### src/plos_defines.vh
// Purpose: constants shared by the synthesizer output stage files
// Assumes: mclk stands in for the vco sampling clock
// Notes: definitions only
`ifndef PLOS_DEFINES_VH
`define PLOS_DEFINES_VH

`define PLOS_NUM_OUT      4
`define PLOS_NUM_TAP      8
`define PLOS_TAP_W        3
`define PLOS_DIV_W        7
`define PLOS_DLY_W        3
`define PLOS_FRAC_W       24
`define PLOS_FBI_W        8
`define PLOS_RING_W       5
`define PLOS_HALF_TAP     3'h4
`define PLOS_RING_LAST    5'h1F
`define PLOS_TAP_LAST     3'h7
// taps reset to the step before ring zero, so no cut high after reset
`define PLOS_TAP_RESET    8'hF0
`define PLOS_DIV_ONE      7'h01
`define PLOS_DIV_ZERO     7'h00
`define PLOS_CNT_ZERO     7'h00
`define PLOS_DLY_ZERO     3'h0
`define PLOS_FRAC_ZERO    24'h00_0000
`define PLOS_FBI_ZERO     8'h00
`define PLOS_FBI_ONE      8'h01

`define PLOS_ST_STOP      2'h0
`define PLOS_ST_DELAY     2'h1
`define PLOS_ST_RUN       2'h2

`endif

### src/plos_out_channel.v
// Purpose: one output channel: tap select, post-divider, delayed release
// Assumes: taps and vco/4 tick come from the same clock domain
// Notes: config is shadowed while stopped only
`timescale 1ns/1ps
`default_nettype none
`include "plos_defines.vh"

module plos_out_channel (
  input  wire                          mclk,
  input  wire                          sys_rst,
  input  wire [`PLOS_NUM_TAP-1:0]      taps,
  input  wire                          quarterTick,
  input  wire [`PLOS_TAP_W-1:0]        phaseSel,
  input  wire [`PLOS_DIV_W-1:0]        divRatio,
  input  wire [`PLOS_DLY_W-1:0]        startDelay,
  input  wire                          forceZero,
  input  wire                          runReq,
  output reg                           clkOut,
  output wire                          running
);

  reg  [1:0]               state;
  reg  [1:0]               next_state;
  reg  [`PLOS_TAP_W-1:0]   selHeld;
  reg  [`PLOS_DIV_W-1:0]   divHeld;
  reg  [`PLOS_DLY_W-1:0]   dlyHeld;
  reg  [`PLOS_DLY_W-1:0]   dlyCnt;
  reg  [`PLOS_DIV_W-1:0]   edgeCnt;
  reg                      tapPrev;
  wire                     tapNow;
  wire                     tapRise;
  wire                     wantRun;
  wire                     next_clkOut;

  assign tapNow  = taps[selHeld];
  assign tapRise = tapNow & ~tapPrev;
  assign wantRun = runReq & ~forceZero;
  assign running = (state == `PLOS_ST_RUN);

  // high only on the first tap period of each divided cycle
  assign next_clkOut = (next_state == `PLOS_ST_RUN) & tapNow &
                       ((state != `PLOS_ST_RUN) ? tapRise :
                        tapRise ? (edgeCnt == divHeld - `PLOS_DIV_ONE) :
                        (edgeCnt == `PLOS_CNT_ZERO));

  always @*
  begin
    next_state = state;
    case (state)
      `PLOS_ST_STOP:
        if (wantRun & ~clkOut)
          next_state = `PLOS_ST_DELAY;
      `PLOS_ST_DELAY:
        if (~wantRun)
          next_state = `PLOS_ST_STOP;
        else if (dlyCnt == dlyHeld && tapRise)
          next_state = `PLOS_ST_RUN;
      `PLOS_ST_RUN:
        // stop waits for a low output, no runt high pulse
        if (~wantRun & ~clkOut & ~tapRise)
          next_state = `PLOS_ST_STOP;
      default:
        next_state = `PLOS_ST_STOP;
    endcase
  end

  always @(posedge mclk)
  begin
    if (sys_rst)
    begin
      state   <= `PLOS_ST_STOP;
      selHeld <= {`PLOS_TAP_W{1'b0}};
      divHeld <= `PLOS_DIV_ONE;
      dlyHeld <= `PLOS_DLY_ZERO;
      dlyCnt  <= `PLOS_DLY_ZERO;
      edgeCnt <= `PLOS_CNT_ZERO;
      tapPrev <= 1'b0;
      clkOut  <= 1'b0;
    end
    else
    begin
      state   <= next_state;
      // stopped: follow the tap the next run uses, no false first edge
      tapPrev <= (state == `PLOS_ST_STOP) ? taps[phaseSel] : tapNow;
      clkOut  <= next_clkOut;
      // changes seen only while stopped keep restart glitch-free
      if (state == `PLOS_ST_STOP)
      begin
        selHeld <= phaseSel;
        divHeld <= (divRatio == `PLOS_DIV_ZERO) ? `PLOS_DIV_ONE : divRatio;
        dlyHeld <= startDelay;
        dlyCnt  <= `PLOS_DLY_ZERO;
      end
      else if (state == `PLOS_ST_DELAY && quarterTick &&
               dlyCnt != dlyHeld)
        dlyCnt <= dlyCnt + 3'h1;
      if (next_state != `PLOS_ST_RUN)
        edgeCnt <= `PLOS_CNT_ZERO;
      else if (tapRise)
        edgeCnt <= (state != `PLOS_ST_RUN) ? `PLOS_CNT_ZERO :
                   ((edgeCnt == divHeld - `PLOS_DIV_ONE) ?
                    `PLOS_CNT_ZERO : edgeCnt + `PLOS_DIV_ONE);
    end
  end

endmodule
`default_nettype wire

### src/plos_out_stage.v
// Purpose: synthesizer output stage, eight taps to four divided outputs
// Assumes: mclk is the vco sampling clock, one tap period is 8 mclk
// Notes: fabric run inputs are synchronised; config ports are mclk-side
`timescale 1ns/1ps
`default_nettype none
`include "plos_defines.vh"

// Function
// - eight phase taps 45 degrees apart come from one vco ring.
// - each of the four outputs picks any tap on its own.
// - an unused output can be held at constant zero.
// - each output has its own divider, ratio 1 through 127.
// - each output release can be delayed 0 to 7 vco/4 cycles.
// - the feedback divider has a 24-bit fractional-n part.
// - all outputs share the single vco base frequency.
// - each output starts and stops glitch-free from map or fabric.
// - ratio and tap changes are taken only while an output is stopped.
module plos_out_stage (
  input  wire                                  mclk,
  input  wire                                  sys_rst,
  input  wire [`PLOS_NUM_OUT*`PLOS_TAP_W-1:0]  phaseSel,
  input  wire [`PLOS_NUM_OUT*`PLOS_DIV_W-1:0]  divRatio,
  input  wire [`PLOS_NUM_OUT*`PLOS_DLY_W-1:0]  startDelay,
  input  wire [`PLOS_NUM_OUT-1:0]              forceZero,
  input  wire [`PLOS_NUM_OUT-1:0]              mapRun,
  input  wire [`PLOS_NUM_OUT-1:0]              fabricRun,
  input  wire [`PLOS_NUM_OUT-1:0]              useFabric,
  input  wire [`PLOS_FBI_W-1:0]                fbIntDiv,
  input  wire [`PLOS_FRAC_W-1:0]               fbFrac,
  output wire [`PLOS_NUM_OUT-1:0]              clkOut,
  output wire [`PLOS_NUM_OUT-1:0]              outRunning,
  output reg  [`PLOS_NUM_TAP-1:0]              vcoTaps,
  output reg                                   fbPulse
);

  reg  [`PLOS_RING_W-1:0]   ring;
  reg  [`PLOS_NUM_OUT-1:0]  fabSync1;
  reg  [`PLOS_NUM_OUT-1:0]  fabSync2;
  reg  [`PLOS_FRAC_W-1:0]   fracAcc;
  reg  [`PLOS_FBI_W-1:0]    fbCnt;
  reg                       fracCarry;
  reg                       quarterTick;
  reg  [`PLOS_NUM_TAP-1:0]  next_vcoTaps;
  wire [`PLOS_NUM_OUT-1:0]  runReq;
  wire [`PLOS_TAP_W-1:0]    ringPhase;
  wire                      vcoWrap;
  wire [`PLOS_FRAC_W:0]     fracSum;
  wire [`PLOS_FBI_W-1:0]    fbTarget;
  integer                   k;

  assign ringPhase = ring[`PLOS_TAP_W-1:0];
  assign vcoWrap   = (ringPhase == `PLOS_TAP_LAST);
  assign runReq    = (useFabric & fabSync2) | (~useFabric & mapRun);

  // tap k is high for the four ring steps starting at step k
  always @*
  begin
    next_vcoTaps = {`PLOS_NUM_TAP{1'b0}};
    for (k = 0; k < `PLOS_NUM_TAP; k = k + 1)
      next_vcoTaps[k] = ((ringPhase - k[`PLOS_TAP_W-1:0]) <
                         `PLOS_HALF_TAP);
  end

  always @(posedge mclk)
  begin
    if (sys_rst)
    begin
      ring        <= {`PLOS_RING_W{1'b0}};
      vcoTaps     <= `PLOS_TAP_RESET;
      quarterTick <= 1'b0;
      fabSync1    <= {`PLOS_NUM_OUT{1'b0}};
      fabSync2    <= {`PLOS_NUM_OUT{1'b0}};
    end
    else
    begin
      ring        <= ring + 5'h01;
      vcoTaps     <= next_vcoTaps;
      quarterTick <= (ring == `PLOS_RING_LAST);
      fabSync1    <= fabricRun;
      fabSync2    <= fabSync1;
    end
  end

  // fractional-n: the carry stretches one feedback period by a vco cycle
  assign fracSum  = {1'b0, fracAcc} + {1'b0, fbFrac};
  assign fbTarget = ((fbIntDiv == `PLOS_FBI_ZERO) ? `PLOS_FBI_ONE :
                     fbIntDiv) - (fracCarry ? `PLOS_FBI_ZERO :
                     `PLOS_FBI_ONE);

  always @(posedge mclk)
  begin
    if (sys_rst)
    begin
      fracAcc   <= `PLOS_FRAC_ZERO;
      fracCarry <= 1'b0;
      fbCnt     <= `PLOS_FBI_ZERO;
      fbPulse   <= 1'b0;
    end
    else
    begin
      fbPulse <= 1'b0;
      if (vcoWrap)
      begin
        if (fbCnt >= fbTarget)
        begin
          fbCnt     <= `PLOS_FBI_ZERO;
          fbPulse   <= 1'b1;
          fracAcc   <= fracSum[`PLOS_FRAC_W-1:0];
          fracCarry <= fracSum[`PLOS_FRAC_W];
        end
        else
          fbCnt <= fbCnt + `PLOS_FBI_ONE;
      end
    end
  end

  genvar g;
  generate
    for (g = 0; g < `PLOS_NUM_OUT; g = g + 1)
    begin : chan
      plos_out_channel u_chan (
        .mclk        (mclk),
        .sys_rst     (sys_rst),
        .taps        (vcoTaps),
        .quarterTick (quarterTick),
        .phaseSel    (phaseSel[g*`PLOS_TAP_W +: `PLOS_TAP_W]),
        .divRatio    (divRatio[g*`PLOS_DIV_W +: `PLOS_DIV_W]),
        .startDelay  (startDelay[g*`PLOS_DLY_W +: `PLOS_DLY_W]),
        .forceZero   (forceZero[g]),
        .runReq      (runReq[g]),
        .clkOut      (clkOut[g]),
        .running     (outRunning[g])
      );
    end
  endgenerate

endmodule
`default_nettype wire

### config.mk
export PLATFORM = sky130hd
export DESIGN_NAME = plos_out_stage
export DESIGN_NICKNAME = d
export VERILOG_FILES = /design/src/plos_out_channel.v /design/src/plos_out_stage.v
export VERILOG_INCLUDE_DIRS = /design/src /design/src/src
export SDC_FILE = /design/constraint.sdc
export NUM_CORES = 1
export LEC_CHECK = 0
export ABC_AREA = 1
export ABC_CLOCK_PERIOD_IN_PS = 4270
export BUFFER_PORTS_ARGS = -buffer_cell sky130_fd_sc_hd__buf_4
export CAP_MARGIN = 30
export CORE_MARGIN = 2
export CORE_UTILIZATION = 40
export DETAILED_ROUTE_END_ITERATION = 8
export SETUP_SLACK_MARGIN = 0.3
export SYNTH_ARGS = -nofsm -noshare
export SYNTH_HDL_FRONTEND = slang
export SYNTH_SLANG_ARGS = --single-unit
### constraint.sdc
create_clock -name mclk -period 4.27 [get_ports mclk]
set_clock_uncertainty 0.05 [all_clocks]
set_input_delay 0.2135 -clock mclk [delete_from_list [all_inputs] [get_ports mclk]]
set_output_delay 0.2135 -clock mclk [all_outputs]
set_load 0.01 [all_outputs]
==> key figures <==
GRT
  – Initial antenna violation count: 0
  – Total track usage: 19.9%
  – First-pass GRT wire length: 42.8 mm
  – Largest net degree at the start of global routing: 33
  – Vias in the first global route: 9007
  – Remaining Overflow, GRT: 0

Power and ir drop
  – Power Dens Cells: 306 nW/um^2
  – Flop pwr share: 43.7%
  – Lkg Pwr: 5.59 nW
  – Share of power burned in the clock network: 41.1%
  – Logic pwr share: between 10% and 20%
  – Switching Share: 28.4%
  – Power Internal: ~2.7 mW
  – Worst-case vdd ir drop: between 0.0002 and 0.00025 V
  – Switching pwr: around 1.1 mW
  – Pwr Total: 3.71 mW

STA
  – Worst-Margin Slew: ~680 ps
  – Achievable Freq: 329 MHz
  – Final number of setup-violating endpoints: 0
  – Final worst slack: 1230 ps
  – Max-slew violations: 0
  – Final hold violations: 0
  – Final setup TNS: 0 ps
  – RSZ-0062 raised after global routing: false
  – Worst rel slew slack: 54.6%
  – Fin crit period: 3040 ps
  – Period Utilization, post-route: 71.2%

Critical path
  – Slowest CP cell: inv_2
  – CP arrival: 3360 ps
  – Setup CP Type: register to register
  – Bufs and invs on worst path: 3
  – Crit path max-delay family: simple AND/OR/NAND/NOR gates
  – CP Cell Sequence: inv_1 -> ha_1 -> ha_1 -> nand3_1 -> xnor2_1 -> inv_1 -> ha_1 -> nand2_1 -> nor2_1 -> nand4_1 -> nand3_2 -> nand2_2 -> inv_2 -> o21ai_0 -> nor2_1
  – Crit-path most repeated cell: ha_1
  – Crit Path Max Fanout: 32
  – Critical path capture point type: register
  – CP Launch Type: register
  – Crit-path max cell delay: 530 ps
  – Critical path data required time: 4590 ps

Placement
  – Final Wtd Congestion: around 0.86
  – Setup Slack @ Placement: 910 ps
  – # port buffers: 118
  – Hpwl dp: 19.6 mm
  – Placed cell count: 1890

Clock tree
  – Clock tree from TritonCTS: yes
  – Clk root buf: clkbuf_16
  – Clock sinks: 163
  – Worst-Skew Late Latency: 430 ps
  – Post-CTS Hold Fix Bufs: 38
  – Post-CTS Resized: 0
  – # Post-CTS Setup Buffers: 0
  – Clk pin slew, worst setup/hold paths: 70 ps
  – CTS Buf Count: 17
  – H-tree Lvls: 4
  – Clock tree buffer depth: 2

Floorplanning
  – Die area: 26300 sq um
  – Site row count: 57
  – Initial Util: 40.9%
  – Die width: 162 microns
  – Die Y: roughly 160 microns
  – I/O pins: 119
  – Core ar.: 24500 sq um

Cells and area
  – Fin nets: between 1500 and 2000
  – Layout cell share with drive strength beyond 1: 12.8%
  – Antenna cells: 0
  – Synthesis-to-layout area growth: 21.3%
  – Final std cells w/o fill: approximately 2000

Routing
  – Highest routing layer actually used: met4
  – DRT Pass-1 Iters: 5
  – DRT iter0 DRCs: 605
  – Via count: 9548
  – Met3 Wirelength: 927 microns
  – WL met1: roughly 12 mm
  – ANT nets after route: 0
  – Post-route DRC: 0
  – Vias/cell: between 4 and 5
  – WL/cell: 13.2 microns
  – Final wirelength: 25.8 mm
  – Metal2 WL: 12.0 mm

Logic synthesis
  – Synth warn: 0
  – Syn Inst Count: 1468
  – Yosys cell types: 40
  – Fraction of the mapped netlist area in simple logic gates: 32.4%
  – Seq/Total Area, Yosys: 32.6%
  – Mapped Nets: ~1600
  – Largest family of logic cells by synthesized area: simple AND/OR/NAND/NOR gates
  – Adder-cell share of the synthesized area: roughly 7.3%
  – Syn Std Cell Area: 10000 sq um
  – FF+latch count, synth: 163
  – Average cell area after synthesis: ~7 sq um
  – Post-synthesis compound-gate area fraction: approximately 11%
  – Mux cell area share after synthesis: 0%
  – Synth Area in XOR/XNOR: 7.01%

Min path
  – Hold WC Path Type: primary input to register

Flow run
  – Max cap viols: 0

Outcome
  – Status: completed
## cell usage in the layout, fill, tap and decap left out, types with 30 or more instances in the layout
| master | instances |
|---|---|
| dfxtp_1 | 163 |
| nor2_1 | 195 |
| xnor2_1 | 30 |
| nand2_1 | 329 |
| a21oi_1 | 71 |
| xor2_1 | 50 |
| buf_4 | 119 |
| nand3_1 | 84 |
| dlygate4sd3_1 | 38 |
| ha_1 | 57 |
| o21ai_0 | 100 |
| inv_1 | 190 |
## registers in the layout (all words and copies together), names as in the netlist
register	flops
chan.u_chan.divHeld	28
chan.u_chan.edgeCnt	28
fracAcc	24
chan.u_chan.dlyCnt	12
chan.u_chan.dlyHeld	12
chan.u_chan.selHeld	12
chan.u_chan.state	8
fbCnt	8
vcoTaps	7
ring	5
chan.u_chan.clkOut	4
chan.u_chan.tapPrev	4
fabSync1	4
fabSync2	4
fbPulse	1
fracCarry	1
quarterTick	1
## path summary, 6_finish.rpt
| check | startpoint | endpoint | slack (ps) | cells after the start |
|---|---|---|---|---|
| setup reg to reg | fracCarry | fracAcc[13] | 1230 | 15 |
| hold reg to reg | fabSync1[3] | fabSync2[3] | 350 | 2 |
| hold / removal | divRatio[20] | chan[2].u_chan.divHeld[6] | 20 | 3 |
| setup / recovery | fracCarry | fracAcc[13] | 1230 | 15 |
## layer usage
metal | up-vias | track usage, %
met5 | - | 0
li1 | 5045 | -
met2 | 169 | 33.7
met4 | 0 | 6.28
met3 | 27 | 2.50
met1 | 4307 | 26.5
## cells in the mapped netlist
cell	count	share of area [%]
xnor2_1	30	2.6
o31ai_1	2	0.15
nand2_2	5	0.31
nand2_1	329	12
clkinv_1	7	0.26
xor2_1	50	4.4
a22o_1	13	1.1
nor4_1	11	0.69
nand3_4	4	0.70
ha_1	57	7.1
nand2_4	4	0.45
a21oi_1	71	3.6
or2_2	1	0.063
clkbuf_1	1	0.038
a41oi_1	1	0.088
nand4_1	28	1.8
fa_1	1	0.20
buf_4	12	0.90
o21ai_2	1	0.088
and2_1	5	0.31
inv_1	190	7.1
nor2_1	195	7.3
buf_2	3	0.15
nand3_1	84	4.2
nor3_2	1	0.10
o21ai_0	100	5.0
o21bai_1	1	0.075
buf_1	3	0.11
clkinv_2	4	0.20
nor3_1	19	0.95
clkbuf_2	2	0.10
nand3b_1	3	0.23
nor3b_1	7	0.53
nand3_2	11	1.1
a22oi_1	4	0.30
o22ai_1	15	0.94
nor2_2	22	1.4
dfxtp_1	163	33
a21boi_0	1	0.075
inv_2	7	0.26
## worst reg2reg max path: cells and delay by family, from the launching register on
| family | cells | cell delay [ps] |
|---|---|---|
| buffers and inverters | 3 | 650 |
| flip-flops | 1 | 330 |
| AO/OA/AOI/OAI | 1 | 210 |
| XOR/XNOR | 1 | 120 |
| AND/OR/NAND/NOR | 7 | 930 |
| adder cells (fa/ha/maj) | 3 | 670 |
## kinds of logic (layout without fill, tap and decap cells)
| kind of cell | Yosys count | after routing |
|---|---|---|
| AO/OA/AOI/OAI | 209 | 209 |
| XOR/XNOR | 80 | 80 |
| adder cells (fa/ha/maj) | 58 | 58 |
| buffers and inverters | 229 | 397 |
| flip-flops | 163 | 163 |
| AND/OR/NAND/NOR | 729 | 729 |
## power groups by stage
| stage | Sequential (mW) | Combinational (mW) | Clock, mW |
|---|---|---|---|
| 3_3_place_gp | 1.66 | 0.529 | 0 |
| 2_1_floorplan | 1.64 | 0.350 | 0 |
| 3_5_place_dp | 1.66 | 0.536 | 0 |
| 5_1_grt | 1.63 | 0.641 | 1.63 |
| 6_report | 1.62 | 0.564 | 1.53 |
| 4_1_cts | 1.62 | 0.566 | 1.57 |
## per-stage QoR
step,util [%],area (sq um),hold slack [ps]
final,49.6,12100,20.7
after global routing,49.6,12100,20.4
after CTS,49.6,12100,2.42
after detailed placement,45.6,11200,342
after global placement,45.6,11200,342
after floorplan,-,10000,270
## area by class of cell
class / instances / area (sq um)
repair buffers: 157 / 1270
clock inverters: 12 / 121
well taps: 324 / 405
inverters: 208 / 786
fillers: 2443 / 12300
flip-flops and latches: 163 / 3260
clock buffers: 20 / 457
multi-input cells: 1076 / 5820
No activity file was read; power rests on OpenSTA's default activity.
